### config.mk
export PLATFORM = sky130hd
export DESIGN_NAME = spi_frame_format_control
export DESIGN_NICKNAME = d
export VERILOG_FILES = /design/src/core/spi_frame_pkg.sv /design/src/core/spi_frame_format_control.sv
export VERILOG_INCLUDE_DIRS = /design/src /design/src/core
export SDC_FILE = /design/constraint.sdc
export NUM_CORES = 1
export LEC_CHECK = 0
export ABC_CLOCK_PERIOD_IN_PS = 7110
export CORE_MARGIN = 2
export CORE_UTILIZATION = 59
export CTS_BUF_LIST = sky130_fd_sc_hd__clkbuf_4 sky130_fd_sc_hd__clkbuf_8
export DETAILED_ROUTE_END_ITERATION = 7
export DONT_BUFFER_PORTS = 1
export PLACE_DENSITY = 0.75
export RECOVER_POWER = 100
export SLEW_MARGIN = 20
export SYNTH_ARGS = -nofsm -noshare
export SYNTH_HDL_FRONTEND = slang
export SYNTH_SLANG_ARGS = --single-unit
### constraint.sdc
create_clock -name i_clk -period 7.11 [get_ports i_clk]
set_input_delay 0.3555 -clock i_clk [delete_from_list [all_inputs] [get_ports i_clk]]
set_output_delay 0.3555 -clock i_clk [all_outputs]
set_load 0.03 [all_outputs]
### src/core/spi_frame_defs.svh
// register offsets, field positions and constants of the spi frame format block
`ifndef SPI_FRAME_DEFS_SVH
`define SPI_FRAME_DEFS_SVH
`define ADDR_W           6
`define OFF_COUNTS       6'h08
`define OFF_FORMAT       6'h0c
`define OFF_CONTROL      6'h00
`define OFF_CLOCK        6'h14
`define OFF_STATUS       6'h18
`define CTL_ENABLE       0
`define CTL_CONTROLLER   1
`define CTL_START        5
`define FMT_POL_LO       16
`define FMT_THREE_WIRE   15
`define FMT_WIDTH_LO     12
`define FMT_BITS_LO      8
`define FMT_CPOL         1
`define FMT_CPHA         0
`define FMT_WMASK        32'h000fbf03
`define CLK_SCALE_LO     16
`define CLK_SCALE_MAX    4'h8
`define CLK_WMASK        32'h000f0000
`define CTL_WMASK        32'h00000023
`define LANES_ONE        2'h0
`define LANES_DUAL       2'h1
`define LANES_QUAD       2'h2
`define BITS_FULL        5'h10
`endif

### src/core/spi_frame_pkg.sv
// types of the spi frame format block
package spi_frame_pkg;
    typedef enum logic [2:0]
    {
        st_idle = 3'b001,
        st_low  = 3'b010,
        st_high = 3'b100
    } phase_t;
    typedef enum logic [1:0]
    {
        lanes_one  = 2'h0,
        lanes_dual = 2'h1,
        lanes_quad = 2'h2
    } lanes_t;
endpackage

### src/core/spi_frame_format_control.sv
// spi port with frame format control registers and serial engine
// How it works
// - counts word high half: receive characters
// - counts word low half: transmit characters
// - four-wire uses transmit count both ways
// - polarity bit n governs select line n
// - polarity 0 active low, 1 high
// - bit 15: 0 four-wire, 1 three-wire
// - three-wire bit ignored in dual mode
// - lane width 0/1/2 = 1/2/4 lanes, 3 reserved
// - three-wire: half duplex on lane 0
// - four-wire: out lane 0, in miso
// - dual: half duplex on lanes 0,1
// - quad: half duplex on lanes 0-3
// - character length 1..15, 0 means 16
// - controller select drives clock and selects
// - serial clock is input over 2^(scale+1), scale 0..8
//
// Local design decision: the strobed register port.
`include "spi_frame_defs.svh"
module spi_frame_format_control
(
    // clock and reset
    input  wire logic        i_clk,
    input  wire logic        i_rst,
    // register port
    input  wire logic [5:0]  i_addr,
    input  wire logic [31:0] i_wdata,
    input  wire logic        i_wr,
    input  wire logic        i_rd,
    output logic      [31:0] o_rdata,
    // transmit character source
    input  wire logic [15:0] i_tx_char,
    output logic             o_tx_take,
    // received characters
    output logic      [15:0] o_rx_char,
    output logic             o_rx_valid,
    // serial pins
    output logic             o_sclk,
    output logic      [3:0]  o_target_select,
    input  wire logic [3:0]  i_data_lane,
    output logic      [3:0]  o_data_lane,
    output logic      [3:0]  o_data_lane_oe,
    input  wire logic        i_miso
);
    import spi_frame_pkg::*;

    typedef struct packed
    {
        logic [31:0] counts;
        logic [31:0] format;
        logic [31:0] control;
        logic [31:0] clock;
        logic [31:0] rdata;
        logic [4:0]  pin_s1;
        logic [4:0]  pin_s2;
        phase_t      phase;
        logic        sending;
        logic [15:0] chars_left;
        logic [4:0]  bits_left;
        logic [8:0]  div;
        logic [15:0] shift_out;
        logic [15:0] shift_in;
        logic        tx_take;
        logic [15:0] rx_char;
        logic        rx_valid;
        logic        sclk;
        logic [3:0]  sel;
        logic [3:0]  lane_out;
        logic [3:0]  lane_oe;
        logic        done;
    } state_t;

    state_t st;
    state_t next_st;

    function automatic logic [4:0] char_bits(input logic [3:0] code);
        char_bits = (code == 4'h0) ? `BITS_FULL : {1'b0, code};
    endfunction

    function automatic logic [2:0] lane_step(input logic [1:0] w);
        unique case (w)
            `LANES_DUAL: lane_step = 3'h2;
            `LANES_QUAD: lane_step = 3'h4;
            default:     lane_step = 3'h1;
        endcase
    endfunction

    logic [1:0]  width;
    logic        three;
    logic        half;
    logic [2:0]  step;
    logic [8:0]  half_period;
    logic [3:0]  scale;
    logic        rx_only;
    logic [15:0] in_next;

    always_comb
    begin
        width       = st.format[`FMT_WIDTH_LO +: 2];
        three       = st.format[`FMT_THREE_WIRE] && width == `LANES_ONE;
        half        = three || width != `LANES_ONE;
        step        = lane_step(width);
        scale       = (st.clock[`CLK_SCALE_LO +: 4] > `CLK_SCALE_MAX) ? `CLK_SCALE_MAX
                      : st.clock[`CLK_SCALE_LO +: 4];
        half_period = 9'h1 << scale;
        rx_only     = half && !st.sending;
        in_next     = st.shift_in;
        unique case (width)
            `LANES_DUAL: in_next = {st.shift_in[13:0], st.pin_s2[1:0]};
            `LANES_QUAD: in_next = {st.shift_in[11:0], st.pin_s2[3:0]};
            default:
            begin
                if (three)
                    in_next = {st.shift_in[14:0], st.pin_s2[0]};
                else
                    in_next = {st.shift_in[14:0], st.pin_s2[4]};
            end
        endcase

        next_st          = st;
        next_st.pin_s1   = {i_miso, i_data_lane};
        next_st.pin_s2   = st.pin_s1;
        next_st.tx_take  = 1'b0;
        next_st.rx_valid = 1'b0;
        next_st.rdata    = 32'h0;

        if (i_wr)
        begin
            unique case (i_addr)
                `OFF_COUNTS:  next_st.counts  = i_wdata;
                `OFF_FORMAT:  next_st.format  = i_wdata & `FMT_WMASK;
                `OFF_CONTROL: next_st.control = i_wdata & `CTL_WMASK;
                `OFF_CLOCK:   next_st.clock   = i_wdata & `CLK_WMASK;
                default:      next_st.done    = st.done;
            endcase
            if (i_addr == `OFF_STATUS && i_wdata[0])
                next_st.done = 1'b0;
        end
        if (i_rd)
        begin
            unique case (i_addr)
                `OFF_COUNTS:  next_st.rdata = st.counts;
                `OFF_FORMAT:  next_st.rdata = st.format;
                `OFF_CONTROL: next_st.rdata = st.control & ~(32'h1 << `CTL_START);
                `OFF_CLOCK:   next_st.rdata = st.clock;
                `OFF_STATUS:  next_st.rdata = {14'h0, st.chars_left, st.done, st.phase != st_idle};
                default:      next_st.rdata = 32'h0;
            endcase
        end

        unique case (st.phase)
            st_idle:
            begin
                next_st.sclk    = st.format[`FMT_CPOL];
                next_st.lane_oe = 4'h0;
                if (st.control[`CTL_START] && st.control[`CTL_ENABLE] && st.control[`CTL_CONTROLLER])
                begin
                    next_st.control[`CTL_START] = 1'b0;
                    next_st.sending = st.counts[15:0] != 16'h0;
                    if (!half || st.counts[15:0] != 16'h0)
                        next_st.chars_left = st.counts[15:0];
                    else
                        next_st.chars_left = st.counts[31:16];
                    if (next_st.chars_left != 16'h0)
                    begin
                        next_st.phase     = st_low;
                        next_st.bits_left = char_bits(st.format[`FMT_BITS_LO +: 4]);
                        next_st.shift_out = i_tx_char;
                        next_st.tx_take   = next_st.sending;
                        next_st.div       = half_period;
                    end
                end
            end
            st_low:
            begin
                next_st.lane_oe = rx_only ? 4'h0 : (three || half ? (4'hf >> (3'h4 - step)) : 4'h1);
                unique case (width)
                    `LANES_DUAL: next_st.lane_out = {2'h0, st.shift_out[15:14]};
                    `LANES_QUAD: next_st.lane_out = st.shift_out[15:12];
                    default:     next_st.lane_out = {3'h0, st.shift_out[15]};
                endcase
                next_st.div = st.div - 9'h1;
                if (st.div == 9'h1)
                begin
                    next_st.phase    = st_high;
                    next_st.div      = half_period;
                    next_st.sclk     = ~st.sclk;
                    next_st.shift_in = in_next;
                end
            end
            st_high:
            begin
                next_st.div = st.div - 9'h1;
                if (st.div == 9'h1)
                begin
                    next_st.sclk      = ~st.sclk;
                    next_st.div       = half_period;
                    next_st.shift_out = st.shift_out << step;
                    next_st.phase     = st_low;
                    if (st.bits_left <= {2'h0, step})
                    begin
                        next_st.rx_char    = st.shift_in & (16'hffff >> (5'h10 - char_bits(st.format[`FMT_BITS_LO +: 4])));
                        next_st.rx_valid   = !(half && st.sending);
                        next_st.chars_left = st.chars_left - 16'h1;
                        next_st.bits_left  = char_bits(st.format[`FMT_BITS_LO +: 4]);
                        next_st.shift_out  = i_tx_char;
                        next_st.tx_take    = st.sending && st.chars_left != 16'h1;
                        if (st.chars_left == 16'h1)
                        begin
                            if (half && st.sending && st.counts[31:16] != 16'h0)
                            begin
                                next_st.sending    = 1'b0;
                                next_st.chars_left = st.counts[31:16];
                            end
                            else
                            begin
                                // lanes released with the select, never after it
                                next_st.phase   = st_idle;
                                next_st.done    = 1'b1;
                                next_st.lane_oe = 4'h0;
                            end
                        end
                    end
                    else
                        next_st.bits_left = st.bits_left - {2'h0, step};
                end
            end
            default: next_st.phase = st_idle;
        endcase

        for (int i = 0; i < 4; i++)
        begin
            next_st.sel[i] = (next_st.phase != st_idle) ~^ st.format[`FMT_POL_LO + i];
            if (!st.control[`CTL_CONTROLLER])
                next_st.sel[i] = ~st.format[`FMT_POL_LO + i];
        end
    end

    always_ff @(posedge i_clk or posedge i_rst)
    begin
        if (i_rst)
        begin
            st       <= '0;
            st.phase <= st_idle;
            st.sel   <= 4'hf;
        end
        else
            st <= next_st;
    end

    assign o_rdata         = st.rdata;
    assign o_tx_take       = st.tx_take;
    assign o_rx_char       = st.rx_char;
    assign o_rx_valid      = st.rx_valid;
    assign o_sclk          = st.sclk;
    assign o_target_select = st.sel;
    assign o_data_lane     = st.lane_out;
    assign o_data_lane_oe  = st.lane_oe;
endmodule

### Word level (Yosys, flattened, before mapping)

Index checks and enable logic that the tools add are counted.

* add/sub/neg operators: 5
* $mul: 0
* div/mod/pow operators: 0
* $lt $le $gt $ge: 2
* eq/ne operators: 22
* shifts and indexed selects: 4
* multiplexer cells: 54
* bitwise operators: 10
* reductions and logical operators: 35

Operators with widths (number)
* 32-bit case mux with 5 select lines: 1
* 50-bit 2-to-1 mux: 2
* 16-bit 2-to-1 mux: 4
* 16-bit case mux with 2 select lines: 2
* 19-bit 2-to-1 mux: 3
* 16-bit nonzero test: 3
* 22-bit case mux with 2 select lines: 1
* 38-bit 2-to-1 mux: 1
* 32-bit 2-to-1 mux: 1
* 30-bit 2-to-1 mux: 1
* 5-bit 2-to-1 mux: 6
* 9-bit case mux with 3 select lines: 1
* 20-bit 2-to-1 mux: 1
* 18-bit 2-to-1 mux: 1
* 17-bit 2-to-1 mux: 1
* 16-bit bitwise AND: 1
* 16-bit by 1-bit == test with 1-bit output, second input constant: 1
* 16-bit by 1-bit inequality test with 1-bit output, second input constant: 1
* 2-bit inequality test, second input constant: 8
* 16-bit by 3-bit left shift with 16-bit output: 1
* 16-bit by 5-bit right shift with 16-bit output, first input constant: 1
* 16-bit by 1-bit subtractor with 16-bit output, second input constant: 1
* 1-bit 2-to-1 mux: 14
* 6-bit by 4-bit == test with 1-bit output, second input constant: 2
* other kinds (42): 73

* register bits after elaboration: 192
* bits in latches: 0
* memory bits (writable): 0
* bits in read-only memories: 0
* output and inout port bits: 63
* memories kept: 0

### Logic depth before layout (Yosys ltp)

Gate-level depths: netlist of run 1.

* word-level depth: 15
* gate-level depth with buffers: 16

### Least setup slack after synthesis of run 1

Ideal clock, no wire load.

* path type: register -> register
* start point: register st[216] in the netlist's numbering
* end point: register st[62] in the netlist's numbering
* setup time: 0.125 ns
* arrival time: 3.285 ns
* path slack: 3.700 ns
* cell stages (with the launch flop): 14
* path buffers: 4
* path through: dfrtp_1 inv_1 ha_1 buf_2 buf_2 clkbuf_1 inv_1 clkbuf_1 ha_1 and3_1 o21ai_0 nand3_4 o31a_1 mux2_4

* cells in the longest elaborated chain, start to end: 11

RTL lines
* start: declaration: RTL line spi_frame_format_control.sv:74 `state_t st;`
* start signal: assignment: RTL line spi_frame_format_control.sv:249 `st <= next_st;`
* 2-bit zero test (no line)
* 1-bit logical AND (no line)
* 1-bit logical OR (no line)
* 1-bit zero test: RTL line spi_frame_format_control.sv:161 `if (!half || st.counts[15:0] != 16'h0)`
* 1-bit logical OR: RTL line spi_frame_format_control.sv:161
* 16-bit 2-to-1 mux: RTL line spi_frame_format_control.sv:161
* 16-bit 2-to-1 mux: RTL line spi_frame_format_control.sv:157 `` if (st.control[`CTL_START] && st.control[`CTL_ENABLE] && st.control[`CTL_CONTROLLER]) ``
* 16-bit 2-to-1 mux: RTL line spi_frame_format_control.sv:152 `unique case (st.phase)`
* 16-bit nonzero test: RTL line spi_frame_format_control.sv:165 `if (next_st.chars_left != 16'h0)`
* 2-bit inequality test (no line)
* 4-bit AND reduction (no line)

Parallel ways exist; a longest one is shown, timed or not. The select of a mux whose other input is x is not followed.
A chain may end at the register's enable or synchronous reset.

==> qor.csv, run 1 <==
metric;value;unit
status;complete, but fails checks;
failed_checks;capacitance limit, slew limit;
report.power.total;2.46;mW
stdcell_area;10500;µm²
rsz0062_at_grt;no;
intPower;1.67;mW
cts_buffers;17;
power_density;234;nW/µm²
htreeDepth;4;
ys_types;84;
start_kind;input port;
synth_fa_ha_area_frac;0.0213;
clock_power_share;0.290;
synth_compound_area_frac;0.165;
die_x;136;µm
viasPerCell;6.33;
clk_path_buf_depth;2;
critical_path.endpoint_type;asynchronous set/reset pin;
routed_wl;23.6;mm
cpPeakStageDelay;2.81;ns
grt_antenna_before_repair;0;
overflow;0;
initial_core_util;0.599;
path_max_fanout;114;
post_drt_wl_per_cell;19.6;µm
gr-usage-all-layers;0.262;
grt_start_max_net_pins;115;
firstDrtPassIters;5;
hold_viol;0;
crit_chain;dlygate4sd3_1 > clkinvlp_2 > buf_4;
ys_ff_latch;191;
layout.nets;1043;
path_class;input port to asynchronous set/reset pin;
required;7.59;ns
yosys-top-cells-area;dfrtp_1 (45%), mux2_2 (7.3%), buf_4 (4.7%), nand2_1 (4.0%), nor2_1 (3.2%);
syn_area;10300;µm²
arrival;4.89;ns
area_growth;1.90;%
cap_violations;2;
combPwrFrac;0.200;
numPortBuffers;0;
synth_top_family_by_area;compound AO/OA/AOI/OAI gates;
core_area;17200;µm²
dp_hpwl;16.4;mm
cts.repair.resized;0;
syn_nets;1110;
num-fill-cells;1421;
insertion_delay;0.48;ns
cts_tree;built;
vias;7601;
power_frac_seq;0.511;
ir_drop;0.127;mV
synth_top_cell_by_area;dfrtp_1;
hold_path_class;input port to flip-flop;
ctsHoldBuffers;17;
async_reset_ff_frac;1.00;
setup_viol;0;
critPathSlowestCell;clkinvlp_2;
num_rows;48;
worst_slew_pin_slew;5.02;ns
timing.hold.ws;0.0183;ns
p_leak;4.60;nW
n_antenna_cell;0;
avgSynthCellArea;10.0;µm²
drtAntennaViolNets;0;
drive_above_1_share;0.126;
seq_area_frac_synth;0.463;
cts-root-buf;clkbuf_8;
drc_errors;0;
postPlaceCellArea;9950;µm²
dr.first_iter.drc_count;741;
slew_headroom;-2.37;
p_switching;0.790;mW
max_freq;0.227;GHz
muxShareOfSynthArea;0.104;
postSynthCellCount;1030;
fin_crit;4.41;ns
path_clk_slew;0.10;ns
synth_ff_type;dfrtp_1;
yosysMostFrequentCell;dfrtp_1;
die_area;18600;µm²
min_period_over_period;0.620;
synth-xor-area-share;0.0178;
synthSimpleGateAreaFrac;0.149;
grt_pass1_vias;7135;
ys_warn_count;0;
die_y;136;µm
finalMaxSlewViolations;148;
synth_edf_count;0;
place_congestion;0.874;
worst_clock_skew;0.0159;ns
swShare;0.321;
ios;126;
synth_top_area_share;0.451;
cts_setup_buffers;0;
cts.sinks;191;
finalSetupTns;0;ns
synth_common_cells;dfrtp_1 (186), nand2_1 (109), nor2_1 (88);
grt_pass1_wl;37.8;mm
## routing by layer
layer	GRT usage	part of all wire	up-vias
li1	-	-	3525
met1	0.372	0.44	3746
met2	0.394	0.47	289
met3	0.0526	0.068	41
met4	0.104	0.025	0
met5	0	0	-
## cell type report
| cell class | count | area, µm² | share of cell area |
|---|---|---|---|
| multi-input combinational | 697 | 4690 | 0.445 |
| clock buffer | 20 | 269 | 0.0256 |
| inverter | 25 | 95.1 | 0.00903 |
| sequential | 191 | 4790 | 0.455 |
| timing repair buffer | 31 | 285 | 0.0271 |
| tap | 225 | 282 | 0.0267 |
| clock inverter | 12 | 123 | 0.0116 |
## path summary, 6_finish.rpt
check	start	endpoint	slack, ns	cells after the start
worst max-delay path	i_rst	st[247]$_DFFE_PP0P_	2.70	3
worst min-delay path	i_wdata[14]	st[250]$_DFFE_PP0P_	0.02	1
worst max register to register	st[217]$_DFFE_PP0P_	st[76]$_DFFE_PP0P_	2.89	10
worst min register to register	next_st[102]$_DFF_PP0_	st[102]$_DFF_PP0_	0.36	0
max in group i_clk	st[217]$_DFFE_PP0P_	st[76]$_DFFE_PP0P_	2.89	10
min in group asynchronous	i_rst	st[42]$_DFFE_PP0P_	1.89	2
## flip-flops by register name, summed over array words and instances, names as in the netlist
signal,flops
o_rdata,32
o_sclk,1
st,124
o_rx_valid,1
o_data_lane,4
o_data_lane_oe,3
o_tx_take,1
o_rx_char,16
o_target_select,4
next_st,5
## cells by family after synthesis
logic type,Yosys count
and+or+nand+nor,311
AOI/OAI and AO/OA,251
DFF,191
buffers and inverters,142
muxes,97
xor gates and xnor gates,21
adders and majority gates,17
## power groups by stage
stage | Sequential [mW] | Clock (mW) | Combinational [mW]
6_report | 1.26 | 0.713 | 0.492
5_1_grt | 1.27 | 0.773 | 0.550
4_1_cts | 1.25 | 0.728 | 0.492
3_5_place_dp | 1.28 | 0 | 0.482
3_3_place_gp | 1.27 | 0 | 0.473
2_1_floorplan | 1.23 | 0 | 0.415
## placed cells by master, fill, tap and decap left out, types with 8 or more instances in the layout
cell / instances
a21oi_1: 48
clkbuf_8: 19
xor2_1: 12
mux2i_1: 27
o31ai_1: 19
mux2_2: 67
nand4_1: 8
o21ai_0: 55
ha_1: 16
xnor2_1: 9
a31oi_1: 13
o21a_1: 11
and3_1: 16
nor3_1: 10
dlygate4sd3_1: 24
a221oi_1: 16
inv_1: 23
nand3_1: 23
nor2_1: 89
a211oi_1: 8
nor4_1: 11
dfrtp_1: 186
nand2_1: 109
a22oi_1: 23
## metrics by stage
step / setup slack, ns / utilization / instances
after floorplan: 1.56 / - / 1030
after global placement: 3.14 / 0.577 / 1145
after detailed placement: 3.06 / 0.577 / 1145
after CTS: 3.05 / 0.610 / 1194
after global routing: 1.82 / 0.611 / 1201
final: 2.70 / 0.611 / 1201
## worst max-delay path: cells and delay by family
kind     cells  cell delay, ns
buf+inv      3            4.47
(Power assumes the default switching activity.)
==> inputs of run 2 (changes only) <==
--- a/config.mk
+++ b/config.mk
@@ -6,7 +6,7 @@
 export SDC_FILE = /design/constraint.sdc
 export NUM_CORES = 1
 export LEC_CHECK = 0
-export ABC_CLOCK_PERIOD_IN_PS = 7110
+export ABC_CLOCK_PERIOD_IN_PS = 4100
 export CORE_MARGIN = 2
 export CORE_UTILIZATION = 59
 export CTS_BUF_LIST = sky130_fd_sc_hd__clkbuf_4 sky130_fd_sc_hd__clkbuf_8
==> constraint.sdc (replaced) <==
create_clock -name i_clk -period 4.1 [get_ports i_clk]
set_input_delay 0.205 -clock i_clk [delete_from_list [all_inputs] [get_ports i_clk]]
set_output_delay 0.205 -clock i_clk [all_outputs]
set_load 0.03 [all_outputs]
==> run 2 against run 1 <==
The run still ends with capacitance limit, slew limit left. Final cell count rose by 3.6%. Sequential share of layout area fell by 2.0 points. Clock power rose by 100%. Count of clock-buffer cells in the layout fell by 2. Sequential cell count did not move. First-iteration DRC count fell by 8.0%. Total power rose by 84%. Critical path depth rose by 8. Non-clock buffer count rose by 42. Wire length rose by 4.2%.
==> qor.csv, run 2 (synthesized netlist as in run 1, its figures left out) <==
metric;value;unit;change
status;complete, but fails checks;;
failed_checks;capacitance limit, slew limit;;
p_leak;4.80;nW;+4.4%
drc_errors;0;;unchanged
grt_start_max_net_pins;130;;+13%
initial_core_util;0.599;;unchanged
insertion_delay;0.49;ns;about the same
post-place-cells;1152;;+0.61%
critical_path.endpoint_type;flip-flop;;
drive_above_1_share;0.125;;-0.00127
ir_drop;0.226;mV;+77%
max_freq;0.274;GHz;
finalSetupTns;0;ns;unchanged
final_cell_mix;dfrtp_1 (186), nand2_1 (108), nor2_1 (89);;
grt_pass1_wl;39.6;mm;+4.7%
cts-root-buf;clkbuf_8;;
top_layer_used;met4;;
cts.sinks;191;;unchanged
dr.first_iter.drc_count;682;;-8.0%
clk_path_buf_depth;2;;unchanged
largest_register_ffs;124;;unchanged
num-fill-cells;1399;;-1.5%
largest-register;st;;
numPortBuffers;0;;unchanged
finalNonFillerCells;1244;;+3.6%
cap_violations;3;;+1
gr-usage-all-layers;0.272;;+0.0102
post-place-ws;0.430;ns;-2.63 ns
ios;126;;unchanged
path_max_fanout;16;;-86%
timing.hold.ws;0.0327;ns;+0.0144 ns
path_clk_slew;0.10;ns;about the same
wl_met1;10.7;mm;+3.3%
drtAntennaViolNets;0;;unchanged
routed_wl;24.6;mm;+4.2%
met2_length;12.0;mm;+8.2%
required;4.53;ns;-3.06 ns
finalMaxSlewViolations;219;;+48%
hold_viol;0;;unchanged
setup_slack;0.456;ns;-2.24 ns
stdcell_area;11000;µm²;+4.5%
vias;7876;;+3.6%
arrival;4.08;ns;-0.81 ns
die_x;136;µm;unchanged
layout.nets;1085;;+4.0%
power_density;413;nW/µm²;+76%
post_drt_wl_per_cell;19.8;µm;+0.61%
die_y;136;µm;unchanged
area_growth;6.49;%;
min_period_over_period;0.889;;
worst_slew_pin_slew;2.99;ns;-2.03 ns
place_congestion;0.873;;-0.11%
core_area;17200;µm²;unchanged
hold_path_class;input port to flip-flop;;
postPlaceCellArea;10000;µm²;+0.62%
dr_wl_met3;1.48;mm;-8.0%
fin_crit;3.64;ns;
dp_hpwl;16.7;mm;+1.9%
rsz0062_at_grt;no;;
final_common_cell;dfrtp_1;;
setup_viol;0;;unchanged
worst_clock_skew;0.00911;ns;-0.00679 ns
firstDrtPassIters;5;;unchanged
die_area;18600;µm²;unchanged
cts_tree;built;;
grt_pass1_vias;7470;;+4.7%
overflow;0;;unchanged
cts_buffers;17;;unchanged
slew_headroom;-0.997;;+1.37
htreeDepth;4;;unchanged
num_rows;48;;unchanged
path_class;flip-flop to flip-flop;;
start_kind;flip-flop;;
viasPerCell;6.33;;about the same
grt_antenna_before_repair;1;;+1
-- run 2: cell types whose count changed in the layout (fill, tap and decap cells not counted), sizes merged, moves of 2 or more --
cell,delta
buf,+3
clkbuf,+2
bufinv,+4
dlygate4sd3,+35
-- run 2: per-stage QoR --
| step | power (mW) | utilization |
|---|---|---|
| final | 4.54 | 0.638 |
| after global routing | 4.74 | 0.638 |
| after CTS | 4.55 | 0.642 |
| after detailed placement | 3.06 | 0.581 |
| after global placement | 3.04 | 0.581 |
| after floorplan | 2.86 | - |
-- run 2: final timing paths --
kind	to	cells after the start	start	slack (ns)
worst min register to register	st[99]$_DFF_PP0_	0	next_st[99]$_DFF_PP0_	0.36
worst min-delay path	st[177]$_DFF_PP0_	3	i_wr	0.03
worst max register to register	st[77]$_DFFE_PP0P_	11	st[216]$_DFFE_PP0P_	0.46
max in group asynchronous	st[45]$_DFFE_PP0P_	3	i_rst	0.91
worst max-delay path	st[77]$_DFFE_PP0P_	11	st[216]$_DFFE_PP0P_	0.46
min in group asynchronous	o_rdata[9]$_DFF_PP0_	2	i_rst	0.08
-- run 2: worst max-delay path, stage by stage (launching register included) --
cell and delay, ns:
dfrtp_1 0.43, inv_1 0.13, ha_1 0.49, inv_2 0.20
ha_1 0.40, nor2b_1 0.17, a221oi_2 0.51, o2111a_1 0.41
clkbuf_1 0.42, nor2_1 0.10, o32ai_1 0.13, a22o_1 0.17
-- run 2: cell type report --
class / instances / area [µm²] / share of cell area
clock buffers: 18 / 241 / 0.0220
multi-input cells: 697 / 4700 / 0.427
flip-flops and latches: 191 / 4790 / 0.435
well taps: 225 / 282 / 0.0256
inverters: 25 / 95.1 / 0.00864
repair buffers: 73 / 671 / 0.0610
clock inverters: 14 / 228 / 0.0207
diodes: 1 / 2.50 / 0.000227
-- run 2: where the power goes --
group | internal [mW] | switching (mW)
Sequential | 2.00 | 0.174
Combinational | 0.389 | 0.515
Clock | 0.746 | 0.711
-- run 2: routing by layer --
metal  vias to the layer above  global-route usage
met5                         -                   0
met4                         0              0.0856
met3                        42              0.0425
met2                       277               0.429
met1                      3949               0.387
li1                       3608                   -
-- run 2: what timing repair did --
item | in CTS | in global routing
resized for setup | 0 | 1
buffers inserted | 0 | 0
hold buffers | 59 | 0
endpoints found under the setup margin | 0 | 1
hold endpoints to repair | 280 | 0
==> inputs of run 3 (changes only) <==
--- a/config.mk
+++ b/config.mk
@@ -7,6 +7,7 @@
 export NUM_CORES = 1
 export LEC_CHECK = 0
 export ABC_CLOCK_PERIOD_IN_PS = 4100
+export CORE_ASPECT_RATIO = 1.25
 export CORE_MARGIN = 2
 export CORE_UTILIZATION = 59
 export CTS_BUF_LIST = sky130_fd_sc_hd__clkbuf_4 sky130_fd_sc_hd__clkbuf_8
==> run 3 against run 2 <==
Wire length up 0.89%. The run still ends with capacitance limit, slew limit left. Total power down 2.2%. Clock power is 7% lower. Count of clock-buffer cells in the layout down 1. Register-to-register slack better by 0.07 ns. Largest power group unchanged. Critical path type unchanged. Via count grew 0.23%.
==> qor.csv, run 3 (synthesized netlist as in run 1, its figures left out) <==
metric;value;unit;change
hold_path_class;input port to flip-flop;;
firstDrtPassIters;5;;unchanged
cap_violations;3;;unchanged
largest_register_ffs;124;;unchanged
fin_crit;3.58;ns;-0.0686 ns
setup_viol;0;;unchanged
clk_path_buf_depth;2;;unchanged
cts.repair.resized;0;;unchanged
numPortBuffers;0;;unchanged
hold_start;i_addr[4];;
cpPeakStageDelay;0.84;ns;+0.33 ns
r2r-start;st[65]$_DFFE_PP0P_;;
hold_viol;0;;unchanged
overflow;0;;unchanged
routed_wl;24.8;mm;+0.89%
final_common_cell;dfrtp_1;;
drc_errors;0;;unchanged
status;complete, but fails checks;;
insertion_delay;0.47;ns;-0.02 ns
core_area;17300;µm²;+0.35%
worstHoldEndpoint;o_rdata[8]$_DFF_PP0_;;
grt_pass1_vias;7701;;+3.1%
report.power.total;4.44;mW;-2.2%
largest-register;st;;
cts_buffers;17;;unchanged
worst_clock_skew;0.0130;ns;+0.00392 ns
worst_slew_pin_slew;1.95;ns;-1.05 ns
arrival;3.95;ns;-0.13 ns
die_y;152;µm;+11%
num_rows;54;;+13%
required;4.47;ns;-0.06 ns
timing.hold.ws;0.0390;ns;+0.00629 ns
crit_chain;inv_1 > ha_1 > or4b_1 > nor2_1 > o21ai_0 > o21ai_2 > clkbuf_2 > o41ai_1 > a32o_1;;
cts_tree;built;;
critical_path.endpoint_type;flip-flop;;
drive_above_1_share;0.126;;+0.000982
max_freq;0.280;GHz;+1.9%
place_congestion;0.930;;+6.6%
fin_util;0.633;;-0.00482
layout.nets;1085;;unchanged
vias;7894;;+0.23%
ios;126;;unchanged
grt_start_max_net_pins;96;;-26%
r2r_end;st[48]$_DFFE_PP0P_;;
cts.sinks;191;;unchanged
die_x;122;µm;-10%
post_drt_wl_per_cell;20.0;µm;+1.0%
gr-usage-all-layers;0.273;;+0.000697
p_leak;4.78;nW;-0.42%
htreeDepth;4;;unchanged
rsz0062_at_grt;no;;
holdPathStages;3;;unchanged
dp_hpwl;17.1;mm;+2.2%
path_max_fanout;31;;+15
ir_drop;0.202;mV;-11%
die_area;18600;µm²;about the same
path_class;flip-flop to flip-flop;;
n_antenna_cell;0;;-1
reg2reg_slack;0.52;ns;+0.07 ns
failed_checks;capacitance limit, slew limit;;
worst_r2r_path_depth;9;;-2
start_kind;flip-flop;;
drtAntennaViolNets;0;;unchanged
path_clk_slew;0.11;ns;about the same
grt_pass1_wl;40.4;mm;+2.1%
grt_antenna_before_repair;0;;-1
critPathSlowestCell;nor2_1;;
finalSetupTns;0;ns;unchanged
power_density;405;nW/µm²;-1.8%
slew_headroom;-0.299;;+0.697
dr.first_iter.drc_count;714;;+4.7%
min_period_over_period;0.872;;-0.0167
initial_core_util;0.597;;-0.00208
finalMaxSlewViolations;105;;-52%
cts-root-buf;clkbuf_8;;
viasPerCell;6.36;;+0.39%
final_cell_mix;dfrtp_1 (186), nand2_1 (109), nor2_1 (89);;
area_growth;6.06;%;
## run 3: worst max-delay path by stage
stage,startpoint,endpoint,slack (ns),depth (start not counted)
2_1_floorplan,st[216]$_DFFE_PP0P_,st[62]$_DFFE_PP0P_,0.69,13
3_3_place_gp,st[216]$_DFFE_PP0P_,st[87]$_DFFE_PP0P_,0.89,11
3_5_place_dp,st[216]$_DFFE_PP0P_,st[86]$_DFFE_PP0P_,0.72,11
4_1_cts,st[216]$_DFFE_PP0P_,st[89]$_DFFE_PP0P_,0.67,11
5_1_grt,st[65]$_DFFE_PP0P_,st[48]$_DFFE_PP0P_,0.26,9
6_report,st[65]$_DFFE_PP0P_,st[48]$_DFFE_PP0P_,0.52,9
## run 3: timing repair
| action | in CTS | in global routing |
|---|---|---|
| buffers inserted | 0 | 0 |
| endpoints found under the hold margin | 131 | 0 |
| hold buffers | 59 | 0 |
## run 3: final cells by class
cell class | instances | area, µm²
clock buffer | 17 | 234
clock inverter | 15 | 198
fill | 1448 | 6340
inverter | 25 | 95.1
multi-input combinational | 697 | 4690
sequential | 191 | 4790
tap | 224 | 280
timing repair buffer | 73 | 671
## run 3: critical path, delay by kind of cell (launching register included)
kind / cells / cell delay, ns
simple gates: 2 / 1.34
compound gates: 4 / 0.91
buf+inv: 2 / 0.65
fa+ha+maj: 1 / 0.18
flops: 1 / 0.41
## run 3: where the power goes
part | internal, mW | switching (mW)
Combinational | 0.391 | 0.514
Clock | 0.626 | 0.731
Sequential | 2.00 | 0.175
## run 3: through the flow
stage | instances | worst slack (ns) | area (µm²)
floorplan | 1030 | 0.690 | 10300
global placement | 1151 | 0.887 | 10000
detailed placement | 1151 | 0.721 | 10000
CTS | 1242 | 0.666 | 11000
global route | 1242 | 0.265 | 11000
finish | 1242 | 0.525 | 11000
## run 3: metal layers
layer | track usage | vias to the layer above | wire length [µm]
met2 | 0.443 | 313 | 12400
li1 | - | 3605 | -
met3 | 0.0484 | 65 | 1380
met4 | 0.128 | 0 | 996
met1 | 0.352 | 3911 | 9990
met5 | 0 | - | 0
